==> src/canrx_pkg.sv <==
// constants, types and helpers shared by the receive process channel files
`default_nettype none

package canrx_pkg;

   // ****************************************
   // channel geometry
   // ****************************************
   localparam int NUM_CH = 4;
   localparam int MAP_ENTRIES = 4;
   localparam int MAX_BYTES = 8;
   localparam int DATA_W = MAX_BYTES * 8;
   localparam int CH_W = 2;
   localparam int ENT_W = 2;
   localparam int ADDR_W = CH_W + ENT_W;
   localparam int POS_W = 10;
   localparam int FRAME_W = 1 + 4 + 11 + DATA_W;

   // ****************************************
   // object dictionary layout
   // ****************************************
   localparam logic [15:0] COMM_INDEX_BASE = 16'h1400;
   localparam logic [15:0] MAP_INDEX_BASE = 16'h1600;
   localparam logic [7:0] SUB_FIRST = 8'h00;
   localparam logic [7:0] SUB_COB = 8'h01;
   localparam logic [7:0] SUB_TYPE = 8'h02;
   localparam logic [7:0] SUB_LAST_ENTRY = 8'h04;
   localparam logic [7:0] COMM_LAST_SUB = 8'h02;

   // ****************************************
   // identifier word fields
   // ****************************************
   localparam int COB_DISABLE_BIT = 31;
   localparam int COB_ID_MSB = 10;
   localparam logic [10:0] COB_BASE_FIRST = 11'h200;
   localparam logic [10:0] COB_BASE_STEP = 11'h100;

   // ****************************************
   // transmission types and reset values
   // ****************************************
   localparam logic [7:0] TYPE_SYNC_MAX = 8'hf0;
   localparam logic [7:0] TYPE_ASYNC_MIN = 8'hfe;
   localparam logic [7:0] TYPE_RESET = 8'hfe;
   localparam logic [7:0] MAP_COUNT_RESET = 8'h00;
   localparam logic [7:0] MAP_COUNT_MAX = 8'h04;
   localparam logic [31:0] DEF_MAP_FIRST = 32'h22ac0010;
   localparam logic [31:0] DEF_MAP_SECOND = 32'h22ad0010;
   localparam logic [10:0] SYNC_ID_RESET = 11'h080;

   // ****************************************
   // mapping entry fields
   // ****************************************
   localparam int MAP_INDEX_LSB = 16;
   localparam int MAP_SUB_LSB = 8;
   localparam int MAP_SIZE_LSB = 0;

   typedef enum logic [1:0] {ENG_IDLE, ENG_FETCH, ENG_EMIT} eng_state_type;

   // receive channels accept only sync types and the two asynchronous ones
   function automatic logic type_valid(input logic [7:0] t);
      type_valid = (t <= TYPE_SYNC_MAX) || (t >= TYPE_ASYNC_MIN);
   endfunction : type_valid

   function automatic logic [DATA_W-1:0] size_mask(input logic [7:0] size);
      if (size >= 8'(DATA_W)) begin
         size_mask = '1;
      end else begin
         size_mask = (64'h1 << size) - 64'h1;
      end
   endfunction : size_mask

   function automatic logic [31:0] default_cob(input int ch, input logic [6:0] node);
      default_cob = {21'h0, COB_BASE_FIRST + 11'(ch) * COB_BASE_STEP + {4'h0, node}};
   endfunction : default_cob

endpackage : canrx_pkg

`default_nettype wire

==> src/canrx_fifo.sv <==
// small frame fifo with valid and ready on both sides
`default_nettype none

module canrx_fifo #(
   parameter int WIDTH = 80,
   parameter int DEPTH = 4
) (
   // clock and reset
   input wire logic ref_clk,
   input wire logic rst_n,
   // filling side
   input wire logic in_valid,
   input wire logic [WIDTH-1:0] in_data,
   output logic in_ready,
   // draining side
   output logic out_valid,
   output logic [WIDTH-1:0] out_data,
   input wire logic out_ready
);

   localparam int PW = $clog2(DEPTH);

   logic [WIDTH-1:0] mem_ff [DEPTH];
   logic [PW-1:0] wr_ff, nxt_wr, rd_ff, nxt_rd;
   logic [PW:0] cnt_ff, nxt_cnt;
   logic full_ff, nxt_full, room_ff, nxt_room;
   logic push, pop;

   always_comb begin
      push = in_valid && room_ff;
      pop = out_ready && (cnt_ff != '0);
      nxt_wr = push ? ((wr_ff == PW'(DEPTH - 1)) ? '0 : wr_ff + 1'b1) : wr_ff;
      nxt_rd = pop ? ((rd_ff == PW'(DEPTH - 1)) ? '0 : rd_ff + 1'b1) : rd_ff;
      nxt_cnt = cnt_ff + (PW+1)'(push) - (PW+1)'(pop);
      nxt_full = (nxt_cnt == (PW+1)'(DEPTH));
      nxt_room = !nxt_full;
   end

   always_ff @(posedge ref_clk) begin
      if (!rst_n) begin
         wr_ff <= '0;
         rd_ff <= '0;
         cnt_ff <= '0;
         full_ff <= 1'b0;
         room_ff <= 1'b0;
      end else begin
         wr_ff <= nxt_wr;
         rd_ff <= nxt_rd;
         cnt_ff <= nxt_cnt;
         full_ff <= nxt_full;
         room_ff <= nxt_room;
      end
   end

   always_ff @(posedge ref_clk) begin
      if (push) begin
         mem_ff[wr_ff] <= in_data;
      end
   end

   assign in_ready = room_ff;
   assign out_valid = (cnt_ff != '0);
   assign out_data = mem_ff[rd_ff];

endmodule : canrx_fifo

`default_nettype wire

==> src/canrx_map_mem.sv <==
// mapping table of all channels, one write port and two registered read ports
`default_nettype none

module canrx_map_mem
   import canrx_pkg::*;
(
   // clock and reset
   input wire logic ref_clk,
   input wire logic rst_n,
   // write port
   input wire logic wr_en,
   input wire logic [canrx_pkg::ADDR_W-1:0] wr_addr,
   input wire logic [31:0] wr_data,
   // read port for the unpack engine
   input wire logic [canrx_pkg::ADDR_W-1:0] rd_addr_a,
   output logic [31:0] rd_data_a,
   // read port for dictionary reads
   input wire logic [canrx_pkg::ADDR_W-1:0] rd_addr_b,
   output logic [31:0] rd_data_b
);

   localparam int WORDS = NUM_CH * MAP_ENTRIES;

   logic [31:0] mem_ff [WORDS];

   // reset loads the default two-object map into every channel
   always_ff @(posedge ref_clk) begin
      if (!rst_n) begin
         for (int i = 0; i < WORDS; i++) begin
            mem_ff[i] <= (i % MAP_ENTRIES == 0) ? DEF_MAP_FIRST :
                         (i % MAP_ENTRIES == 1) ? DEF_MAP_SECOND : 32'h0;
         end
         rd_data_a <= 32'h0;
         rd_data_b <= 32'h0;
      end else begin
         if (wr_en) begin
            mem_ff[wr_addr] <= wr_data;
         end
         rd_data_a <= mem_ff[rd_addr_a];
         rd_data_b <= mem_ff[rd_addr_b];
      end
   end

endmodule : canrx_map_mem

`default_nettype wire

==> src/canopen_receive_pdo_handler.sv <==
// receive process channels: filter, sync hold and unpack into mapped objects
`default_nettype none

module canopen_receive_pdo_handler
   import canrx_pkg::*;
#(
   parameter logic [10:0] SYNC_ID = canrx_pkg::SYNC_ID_RESET,
   parameter int FIFO_DEPTH = 4
) (
   // clock and reset
   input wire logic ref_clk,
   input wire logic rst_n,
   // node state
   input wire logic [6:0] node_id,
   input wire logic nmt_operational,
   // received frames
   input wire logic frame_valid,
   input wire logic [10:0] frame_id,
   input wire logic frame_rtr,
   input wire logic [3:0] frame_dlc,
   input wire logic [canrx_pkg::DATA_W-1:0] frame_data,
   output logic frame_ready,
   // object dictionary access
   input wire logic od_req,
   input wire logic od_write,
   input wire logic [15:0] od_index,
   input wire logic [7:0] od_subindex,
   input wire logic [31:0] od_wdata,
   output logic od_ack,
   output logic od_err,
   output logic [31:0] od_rdata,
   // mapped object writes
   output logic obj_wr,
   output logic [15:0] obj_index,
   output logic [7:0] obj_subindex,
   output logic [7:0] obj_size,
   output logic [canrx_pkg::DATA_W-1:0] obj_value,
   // status
   output logic [canrx_pkg::NUM_CH-1:0] chan_pending
);

   import canrx_pkg::*;

   // ****************************************
   // state
   // ****************************************
   logic [31:0] cob_ff [NUM_CH];
   logic [31:0] nxt_cob [NUM_CH];
   logic [7:0] type_ff [NUM_CH];
   logic [7:0] nxt_type [NUM_CH];
   logic [7:0] cnt_ff [NUM_CH];
   logic [7:0] nxt_cnt [NUM_CH];
   logic p1_ff, nxt_p1, p1_err_ff, nxt_p1_err, p1_mem_ff, nxt_p1_mem;
   logic [31:0] p1_rdata_ff, nxt_p1_rdata;
   logic od_ack_ff, nxt_od_ack, od_err_ff, nxt_od_err;
   logic [31:0] od_rdata_ff, nxt_od_rdata;
   logic mem_we;
   logic [ADDR_W-1:0] mem_waddr, mem_raddr_b;
   logic [31:0] mem_rdata_a, mem_rdata_b;

   logic [NUM_CH-1:0] pend_ff, nxt_pend, rdy_ff, nxt_rdy;
   logic [DATA_W-1:0] pend_data_ff [NUM_CH];
   logic [DATA_W-1:0] nxt_pend_data [NUM_CH];
   logic [DATA_W-1:0] rdy_data_ff [NUM_CH];
   logic [DATA_W-1:0] nxt_rdy_data [NUM_CH];
   logic [3:0] pend_dlc_ff [NUM_CH];
   logic [3:0] nxt_pend_dlc [NUM_CH];
   logic [3:0] rdy_dlc_ff [NUM_CH];
   logic [3:0] nxt_rdy_dlc [NUM_CH];
   eng_state_type st_ff, nxt_st;
   logic [CH_W-1:0] ch_ff, nxt_ch;
   logic [ENT_W-1:0] ent_ff, nxt_ent;
   logic [POS_W-1:0] pos_ff, nxt_pos;
   logic [DATA_W-1:0] work_ff, nxt_work;
   logic [3:0] wdlc_ff, nxt_wdlc;
   logic obj_wr_ff, nxt_obj_wr;
   logic [15:0] obj_index_ff, nxt_obj_index;
   logic [7:0] obj_sub_ff, nxt_obj_sub, obj_size_ff, nxt_obj_size;
   logic [DATA_W-1:0] obj_value_ff, nxt_obj_value;
   logic [NUM_CH-1:0] pending_ff, nxt_pending;

   logic f_valid, f_pop, f_rtr, fifo_ready_ff;
   logic [FRAME_W-1:0] f_word;
   logic [10:0] f_id;
   logic [3:0] f_dlc;
   logic [DATA_W-1:0] f_data;

   // ****************************************
   // frame buffer
   // ****************************************
   canrx_fifo #(
      .WIDTH(FRAME_W),
      .DEPTH(FIFO_DEPTH)
   ) u_fifo (
      .ref_clk(ref_clk),
      .rst_n(rst_n),
      .in_valid(frame_valid),
      .in_data({frame_rtr, frame_dlc, frame_id, frame_data}),
      .in_ready(fifo_ready_ff),
      .out_valid(f_valid),
      .out_data(f_word),
      .out_ready(f_pop)
   );

   assign {f_rtr, f_dlc, f_id, f_data} = f_word;
   // frames are drained only while the unpack engine is idle
   assign f_pop = f_valid && (st_ff == ENG_IDLE);

   canrx_map_mem u_map (
      .ref_clk(ref_clk),
      .rst_n(rst_n),
      .wr_en(mem_we),
      .wr_addr(mem_waddr),
      .wr_data(od_wdata),
      .rd_addr_a({ch_ff, ent_ff}),
      .rd_data_a(mem_rdata_a),
      .rd_addr_b(mem_raddr_b),
      .rd_data_b(mem_rdata_b)
   );

   // ****************************************
   // object dictionary access
   // ****************************************
   always_comb begin
      logic [CH_W-1:0] c;
      logic is_comm, is_map, ok;
      logic [7:0] sub_m1;
      c = od_index[CH_W-1:0];
      is_comm = (od_index[15:CH_W] == COMM_INDEX_BASE[15:CH_W]);
      is_map = (od_index[15:CH_W] == MAP_INDEX_BASE[15:CH_W]);
      sub_m1 = od_subindex - 8'h01;
      nxt_cob = cob_ff;
      nxt_type = type_ff;
      nxt_cnt = cnt_ff;
      ok = 1'b0;
      nxt_p1_rdata = 32'h0;
      nxt_p1_mem = 1'b0;
      mem_we = 1'b0;
      mem_waddr = {c, sub_m1[ENT_W-1:0]};
      mem_raddr_b = {c, sub_m1[ENT_W-1:0]};
      if (od_req && is_comm) begin
         unique case (od_subindex)
            SUB_FIRST: begin
               ok = !od_write;
               nxt_p1_rdata = {24'h0, COMM_LAST_SUB};
            end
            SUB_COB: begin
               ok = 1'b1;
               nxt_p1_rdata = cob_ff[c];
               if (od_write) begin
                  nxt_cob[c] = od_wdata;
               end
            end
            SUB_TYPE: begin
               ok = !od_write || type_valid(od_wdata[7:0]);
               nxt_p1_rdata = {24'h0, type_ff[c]};
               if (od_write && ok) begin
                  nxt_type[c] = od_wdata[7:0];
               end
            end
            default: ok = 1'b0;
         endcase
      end else if (od_req && is_map) begin
         if (od_subindex == SUB_FIRST) begin
            ok = !od_write || (od_wdata <= {24'h0, MAP_COUNT_MAX});
            nxt_p1_rdata = {24'h0, cnt_ff[c]};
            if (od_write && ok) begin
               nxt_cnt[c] = od_wdata[7:0];
            end
         end else if (od_subindex <= SUB_LAST_ENTRY) begin
            // entries may change only while the channel is switched off
            ok = !od_write || (cnt_ff[c] == 8'h00);
            nxt_p1_mem = !od_write;
            mem_we = od_write && ok;
         end
      end
      nxt_p1 = od_req;
      nxt_p1_err = od_req && !ok;
      nxt_od_ack = p1_ff;
      nxt_od_err = p1_err_ff;
      nxt_od_rdata = p1_mem_ff ? mem_rdata_b : p1_rdata_ff;
   end

   always_ff @(posedge ref_clk) begin
      if (!rst_n) begin
         for (int i = 0; i < NUM_CH; i++) begin
            cob_ff[i] <= default_cob(i, node_id);
            type_ff[i] <= TYPE_RESET;
            cnt_ff[i] <= MAP_COUNT_RESET;
         end
         p1_ff <= 1'b0;
         p1_err_ff <= 1'b0;
         p1_mem_ff <= 1'b0;
         p1_rdata_ff <= 32'h0;
         od_ack_ff <= 1'b0;
         od_err_ff <= 1'b0;
         od_rdata_ff <= 32'h0;
      end else begin
         cob_ff <= nxt_cob;
         type_ff <= nxt_type;
         cnt_ff <= nxt_cnt;
         p1_ff <= nxt_p1;
         p1_err_ff <= nxt_p1_err;
         p1_mem_ff <= nxt_p1_mem;
         p1_rdata_ff <= nxt_p1_rdata;
         od_ack_ff <= nxt_od_ack;
         od_err_ff <= nxt_od_err;
         od_rdata_ff <= nxt_od_rdata;
      end
   end

   // ****************************************
   // frame filter, sync hold and unpack engine
   // ****************************************
   always_comb begin
      logic hit;
      logic [7:0] size;
      logic [POS_W-1:0] endpos;
      logic [CH_W-1:0] pick;
      hit = 1'b0;
      nxt_pend = pend_ff;
      nxt_pend_data = pend_data_ff;
      nxt_pend_dlc = pend_dlc_ff;
      nxt_rdy = rdy_ff;
      nxt_rdy_data = rdy_data_ff;
      nxt_rdy_dlc = rdy_dlc_ff;
      nxt_st = st_ff;
      nxt_ch = ch_ff;
      nxt_ent = ent_ff;
      nxt_pos = pos_ff;
      nxt_work = work_ff;
      nxt_wdlc = wdlc_ff;
      nxt_obj_wr = 1'b0;
      nxt_obj_index = obj_index_ff;
      nxt_obj_sub = obj_sub_ff;
      nxt_obj_size = obj_size_ff;
      nxt_obj_value = obj_value_ff;
      size = mem_rdata_a[MAP_SIZE_LSB +: 8];
      endpos = pos_ff + POS_W'(size);
      pick = '0;
      for (int i = NUM_CH - 1; i >= 0; i--) begin
         if (rdy_ff[i]) begin
            pick = CH_W'(i);
         end
      end
      unique case (st_ff)
         ENG_IDLE: begin
            if (rdy_ff != '0) begin
               nxt_ch = pick;
               nxt_work = rdy_data_ff[pick];
               nxt_wdlc = rdy_dlc_ff[pick];
               nxt_rdy[pick] = 1'b0;
               nxt_ent = '0;
               nxt_pos = '0;
               nxt_st = ENG_FETCH;
            end
         end
         ENG_FETCH: nxt_st = ENG_EMIT;
         ENG_EMIT: begin
            // objects beyond the frame's bytes or eight bytes are skipped
            if (size != 8'h00 && endpos <= POS_W'({wdlc_ff, 3'b000})
                && endpos <= POS_W'(DATA_W)) begin
               nxt_obj_wr = 1'b1;
               nxt_obj_index = mem_rdata_a[MAP_INDEX_LSB +: 16];
               nxt_obj_sub = mem_rdata_a[MAP_SUB_LSB +: 8];
               nxt_obj_size = size;
               nxt_obj_value = (work_ff >> pos_ff) & size_mask(size);
            end
            nxt_pos = endpos;
            if ({6'h0, ent_ff} + 8'h01 >= cnt_ff[ch_ff]) begin
               nxt_st = ENG_IDLE;
            end else begin
               nxt_ent = ent_ff + 1'b1;
               nxt_st = ENG_FETCH;
            end
         end
      endcase
      if (f_pop && f_id == SYNC_ID) begin
         // sync releases held data whatever its length
         for (int i = 0; i < NUM_CH; i++) begin
            if (pend_ff[i]) begin
               nxt_rdy[i] = 1'b1;
               nxt_rdy_data[i] = pend_data_ff[i];
               nxt_rdy_dlc[i] = pend_dlc_ff[i];
               nxt_pend[i] = 1'b0;
            end
         end
      end else if (f_pop && !f_rtr && nmt_operational) begin
         for (int i = 0; i < NUM_CH; i++) begin
            hit = !cob_ff[i][COB_DISABLE_BIT]
                  && (f_id == cob_ff[i][COB_ID_MSB:0])
                  && (cnt_ff[i] != 8'h00) && (cnt_ff[i] <= MAP_COUNT_MAX)
                  && type_valid(type_ff[i]);
            if (hit && type_ff[i] <= TYPE_SYNC_MAX) begin
               nxt_pend[i] = 1'b1;
               nxt_pend_data[i] = f_data;
               nxt_pend_dlc[i] = f_dlc;
            end else if (hit) begin
               nxt_rdy[i] = 1'b1;
               nxt_rdy_data[i] = f_data;
               nxt_rdy_dlc[i] = f_dlc;
            end
         end
      end
      nxt_pending = nxt_pend | nxt_rdy;
   end

   always_ff @(posedge ref_clk) begin
      if (!rst_n) begin
         pend_ff <= '0;
         rdy_ff <= '0;
         for (int i = 0; i < NUM_CH; i++) begin
            pend_data_ff[i] <= '0;
            rdy_data_ff[i] <= '0;
            pend_dlc_ff[i] <= 4'h0;
            rdy_dlc_ff[i] <= 4'h0;
         end
         st_ff <= ENG_IDLE;
         ch_ff <= '0;
         ent_ff <= '0;
         pos_ff <= '0;
         work_ff <= '0;
         wdlc_ff <= 4'h0;
         obj_wr_ff <= 1'b0;
         obj_index_ff <= 16'h0;
         obj_sub_ff <= 8'h0;
         obj_size_ff <= 8'h0;
         obj_value_ff <= '0;
         pending_ff <= '0;
      end else begin
         pend_ff <= nxt_pend;
         rdy_ff <= nxt_rdy;
         pend_data_ff <= nxt_pend_data;
         rdy_data_ff <= nxt_rdy_data;
         pend_dlc_ff <= nxt_pend_dlc;
         rdy_dlc_ff <= nxt_rdy_dlc;
         st_ff <= nxt_st;
         ch_ff <= nxt_ch;
         ent_ff <= nxt_ent;
         pos_ff <= nxt_pos;
         work_ff <= nxt_work;
         wdlc_ff <= nxt_wdlc;
         obj_wr_ff <= nxt_obj_wr;
         obj_index_ff <= nxt_obj_index;
         obj_sub_ff <= nxt_obj_sub;
         obj_size_ff <= nxt_obj_size;
         obj_value_ff <= nxt_obj_value;
         pending_ff <= nxt_pending;
      end
   end

   // ****************************************
   // outputs
   // ****************************************
   assign frame_ready = fifo_ready_ff;
   assign od_ack = od_ack_ff;
   assign od_err = od_err_ff;
   assign od_rdata = od_rdata_ff;
   assign obj_wr = obj_wr_ff;
   assign obj_index = obj_index_ff;
   assign obj_subindex = obj_sub_ff;
   assign obj_size = obj_size_ff;
   assign obj_value = obj_value_ff;
   assign chan_pending = pending_ff;

endmodule : canopen_receive_pdo_handler

`default_nettype wire

==> config.mk <==
export PLATFORM = sky130hd
export DESIGN_NAME = canopen_receive_pdo_handler
export DESIGN_NICKNAME = d
export VERILOG_FILES = /design/src/canrx_pkg.sv /design/src/canrx_fifo.sv /design/src/canrx_map_mem.sv /design/src/canopen_receive_pdo_handler.sv
export SDC_FILE = /design/constraint.sdc
export NUM_CORES = 2
export LEC_CHECK = 0
export BUFFER_PORTS_ARGS = -buffer_cell sky130_fd_sc_hd__buf_2
export CAP_MARGIN = 20
export CORE_MARGIN = 10
export CORE_UTILIZATION = 30
export DETAILED_ROUTE_END_ITERATION = 6
export GPL_TIMING_DRIVEN = 0
export PLACE_DENSITY_LB_ADDON = 0.12
export SLEW_MARGIN = 15
export SYNTH_ARGS = -nofsm -noshare
export SYNTH_HDL_FRONTEND = slang
export SYNTH_SLANG_ARGS = --single-unit
==> constraint.sdc <==
create_clock -name ref_clk -period 18.35 [get_ports ref_clk]
set_input_delay 2.7525 -clock ref_clk [delete_from_list [all_inputs] [get_ports ref_clk]]
set_output_delay 2.7525 -clock ref_clk [all_outputs]
set_load 0.01 [all_outputs]
After elaboration in Yosys (flattened, before gate mapping)
Memories as Yosys holds them, arrays and structs flattened. A register that Yosys moved wholly into a read port is not among the register bits.
Index checks and enable logic that the tools add are counted.

word-level totals
  bits in registers = 1,006
  bits in writable memories = 832
  input bits = 149
  output and inout port bits = 136
  word-level logic and storage cells = 352
  memories kept = 2

memories
  name           depth  width  read ports  clocked after memory_dff  write ports  line                 source
  u_map.mem_ff   16     32     2           2                         16           canrx_map_mem.sv:24  logic [31:0] mem_ff [WORDS];
  u_fifo.mem_ff  4      80     1           1                         1            canrx_fifo.sv:23     logic [WIDTH-1:0] mem_ff [DEPTH];

cells by class
  $add $sub $neg = 13
  order comparisons = 26
  eq/ne operators = 27
  shift operators = 2
  multiplexer cells = 124
  bitwise logic cells = 12
  reduce and logical (&&, ||, !) cells = 89

operators by type and width
  kind                                                                              count
  64-bit two-way mux                                                                17
  256-bit two-way mux                                                               2
  107-bit two-way mux                                                               4
  32-bit two-way mux                                                                6
  64-bit binary-select mux with 2-bit select                                        1
  128-bit bitwise mux                                                               1
  32-bit case mux with 3 select lines                                               1
  4-bit two-way mux                                                                 21
  8-bit two-way mux                                                                 9
  64-bit AND                                                                        1
  32-bit binary-select mux with 2-bit select                                        1
  32-bit bitwise mux                                                                2
  32-bit demux with 2-bit select                                                    1
  1-bit by 8-bit << shifter with 64-bit output, first input constant                1
  64-bit by 10-bit right shift with 64-bit output                                   1
  64-bit by 1-bit subtractor with 64-bit output, second input constant              1
  8-bit binary-select mux with 2-bit select                                         3
  11-bit equality test                                                              4
  8-bit >= comparator, second input constant                                        5
  8-bit by 3-bit less-or-equal comparator with 1-bit output, second input constant  5
  8-bit less-or-equal comparator, second input constant                             5
  8-bit nonzero test                                                                5
  1-bit logical AND                                                                 36
  1-bit two-way mux                                                                 34
  53 further kinds                                                                  126

Logic depth before layout (Yosys ltp)
  word-level depth = 17
  depth in mapped cells = 16
  mapped depth without buffers = 13

Hierarchy
Synthesis repeated with hierarchy kept, for this count alone.

unflattened totals
  cells, all modules = 7,670
  area, all modules = 87,712.9 um^2

modules (own cells, without submodules)
  module                       times used  cells an instance  area each (um^2)  sequential area each (um^2)
  canopen_receive_pdo_handler  1           4,951              46,437.0          20,419.6
  canrx_map_mem                1           2,252              29,135.4          16,656.0
  canrx_fifo                   1           467                12,140.4          9,809.4

Worst setup path after synthesis
No wires, ideal clock.

  path type = input to register
  start point = in od_subindex[0]
  end point = mem u_map.mem_ff[0][0], enable pin
  library setup time = 0.466 ns
  data arrival time = 7.494 ns
  setup slack = 10.391 ns
  cell stages on the path = 11
  cell sequence = buf_1 > buf_1 > inv_1 > ha_1 > nand2b_1 > nand2_1 > nor4b_2 > nand2_1 > clkbuf_1 > clkbuf_1 > o21ai_0

RTL lines
  item                line                               source
  start: declaration  canopen_receive_pdo_handler.sv:27  input wire logic [7:0] od_subindex,
  end: declaration    canrx_map_mem.sv:24

==> metrics.md <==
| Metric | Value |
|---|---|
| Status | finished clean |
| Main synth FF type | dfxtp_1 |
| Critical path buffers and inverters | 4 |
| Kind of critical path | primary input to flop |
| Vias in the first global route | 66.7k |
| Vias | 67.3k |
| Max Cap Viol | 0 |
| Post-Synthesis Cells | 7572 |
| Tot Pwr | 10.5 mW |
| Largest net degree at the start of global routing | 43 |
| Worst-skew pair later-pin latency | 930 ps |
| Clock root cell | clkbuf_16 |
| Worst Skew | 98.8 ps |
| Synth Net Count | 7752 |
| I/O pin count | 285 |
| Lkg Pwr | 34.7 nW |
| Hold_buf cts | 0 |
| GPL Wtd Cong | 0.917 |
| Die H | 562 um |
| Crit path DAT | 8090 ps |
| Top-count cell post-synth | nand2_1 |
| Largest stage delay, worst path | 970 ps |
| Chip width | 562 um |
| FF+latch count, synth | 1904 |
| DP HPWL | 283000 um |
| DRC viols | 0 |
| Distinct cells, synth | 84 |
| Pwr/cell area | 101 nW/um^2 |
| Critical path fanouts, max | 10 |
| Top-area cell type share of the netlist area | 29.9% |
| Core Area | 292000 um^2 |
| Row cnt | 198 |
| Nets | 8334 |
| Most frequent CP cell | clkbuf_1 |
| Slew HR | 15.8% |
| Global-route wire length before repair | 529000 um |
| Area Overhead vs Synth | 17.4% |
| Mean area per synthesized cell | 11.6 um^2 |
| Largest cells by area after synthesis | edfxtp_1 (30%), dfxtp_1 (23%), mux4_2 (15%) |
| Post-synth top cells | nand2_1 (1379), dfxtp_1 (1028), edfxtp_1 (876) |
| Req. time, crit path | 19120 ps |
| Starting Density | 30.2% |
| Post-CTS Setup Bufs | 0 |
| Yosys warns | 0 |
| Clock buffer depth | 4 |
| Final Max Slew Viols | 0 |
| Initial antenna violation count | 65 |
| Worst VDD drop | 83.4 uV |
| WL/cell | 31.0 um |
| Critical path cell sequence | clkbuf_1 > clkbuf_2 > mux4_2 > or4_1 > nor2_1 > nor4b_2 > nand2_1 > clkbuf_1 > nor2_1 > clkbuf_1 > and2_1 |
| TritonCTS buffer count | 219 |
| EDFF count, synth | 876 |
| Hold slack | 432 ps |
| Worst-margin pin slew | 1260 ps |
| Hold WC Path Type | flop to flop |
| Async set-reset flop share out of synthesis | 0% |
| Htree depth | 4 |
| Final WL | 380000 um |
| Starting DRT DRC Count | 7386 |
| Die footprint | 316000 um^2 |
| CTS clk-pin slew, worst paths | 60 ps |
| CTS tree | yes |
| FMAX | 137 MHz |
| Slowest stage cell, crit path | nor2_1 |
| Final setup viols | 0 |
| Crit share post-route | 39.9% |
| Delay-heaviest family, CP | simple AND/OR/NAND/NOR gates |
| Post-synth top area cell | edfxtp_1 |
| GRT Util Overall | 23.1% |
| Average vias per placed instance | 5.49 |
| Hold Fails Final Rpt | 0 |
| Post-CTS sizing | 0 |
| Final min period | 7330 ps |
| Critical Path End Type | flop |
| Antenna viol nets, final | 0 |
| R2R Setup Slk | 12930 ps |
| Total grt overflow | 0 |
| I/O Buffers | 278 |
| RSZ-0062 raised after global routing | false |
| Setup TNS | 0 ps |
| Post-synthesis sequential area ratio | 53.2% |
| Layout cells sized above 1 | 19.9% |
| Synthesized area | 88100 um^2 |
| Router iterations before antenna repair | 5 |
| Clock Sinks | 1904 |
| Worst Setup Start Kind | primary input |
sequential cells by signal, summed over array words and instances, names as in the netlist, 8 cells and up, named ones only:
register	flops
u_map.mem_ff	512
u_fifo.mem_ff	320
pend_data_ff	256
rdy_data_ff	256
cob_ff	128
obj_value	64
work_ff	64
cnt_ff	32
od_rdata	32
p1_rdata_ff	32
type_ff	32
u_map.rd_data_a	32
u_map.rd_data_b	32
obj_index	16
pend_dlc_ff	16
rdy_dlc_ff	16
pos_ff	10
obj_size	8
obj_subindex	8
routing by layer:
metal  GRT usage (%)  vias to the layer above  wire (um)
li1                -                    29118          -
met1            32.7                    34655     170000
met2            35.7                     2889     169000
met3            4.25                      605      27800
met4            7.19                       34      13100
met5               0                        -        201
layout by cell type, fill, tap and decap left out, types with 23 or more instances in the layout:
master / instances
inv_1: 29
a311oi_2: 61
mux2_2: 38
a311oi_1: 148
buf_2: 361
a31oi_1: 24
a21oi_1: 440
a31o_2: 99
mux2i_1: 272
dfxtp_1: 1028
nor2b_1: 25
nand4_1: 30
xor2_1: 40
o21ai_0: 73
and2_1: 524
buf_16: 30
clkinv_2: 46
clkbuf_2: 30
nand2_1: 1379
clkbuf_16: 230
edfxtp_1: 876
nor2_1: 471
clkbuf_1: 581
and3_1: 52
buf_6: 24
xnor2_1: 27
nand3_1: 117
o211ai_1: 31
mux4_2: 582
buf_8: 23
clkbuf_8: 30
nor4_1: 23
or3_1: 75
buf_1: 56
ha_1: 29
a221oi_1: 76
nor3_1: 34
per-stage QoR:
step                utilization [%]  setup WS (ps)  cells  area, um^2
finish                         35.4          11020  12254      103000
floorplan                         -          10390   7572       88100
detailed placement             33.0           9960  11823       96100
CTS                            35.4          10920  12226      103000
global route                   35.4          10970  12244      103000
global placement               32.4           3530  11750       94300
tightest hold or removal path, stage by stage (launching register included):
cell and delay (ps):
dfxtp_1 310, nand2_1 50, a311oi_1 70
path summary, 6_finish.rpt:
check                               startpoint                  end  cells after the start
worst min-delay path            pend_dlc_ff[9]        rdy_dlc_ff[9]                      2
worst max-delay path               od_index[1]  u_map.mem_ff[0][26]                     11
worst max register to register            flop      chan_pending[0]                     10
worst min register to register  pend_dlc_ff[9]        rdy_dlc_ff[9]                      2
kinds of logic after synthesis:
family | share of synthesized area [%]
compound gates | 9.17
xor+xnor | 0.666
fa+ha+maj | 0.458
buf+inv | 3.36
flops | 53.2
mux | 18.5
simple gates | 14.6
layout make-up:
type                            instances  area [um^2]
Inverter                               34          128
Clock inverter                         74          621
Fill cell                           29028       188000
Clock buffer                          329         6430
Tap cell                             3900         4880
Sequential cell                      1904        46900
Buffer                                701         2900
Antenna cell                           18         45.0
Timing Repair Buffer                  361         2980
Multi-Input combinational cell       4933        38500
power breakdown:
| group | switching (mW) | internal, mW | leakage [nW] |
|---|---|---|---|
| sequential | 0.0640 | 4.58 | 16.5 |
| combinational | 1.01 | 0.480 | 14.7 |
| clock | 1.89 | 2.48 | 3.47 |
Note: power is estimated with default switching activity, not from simulation.
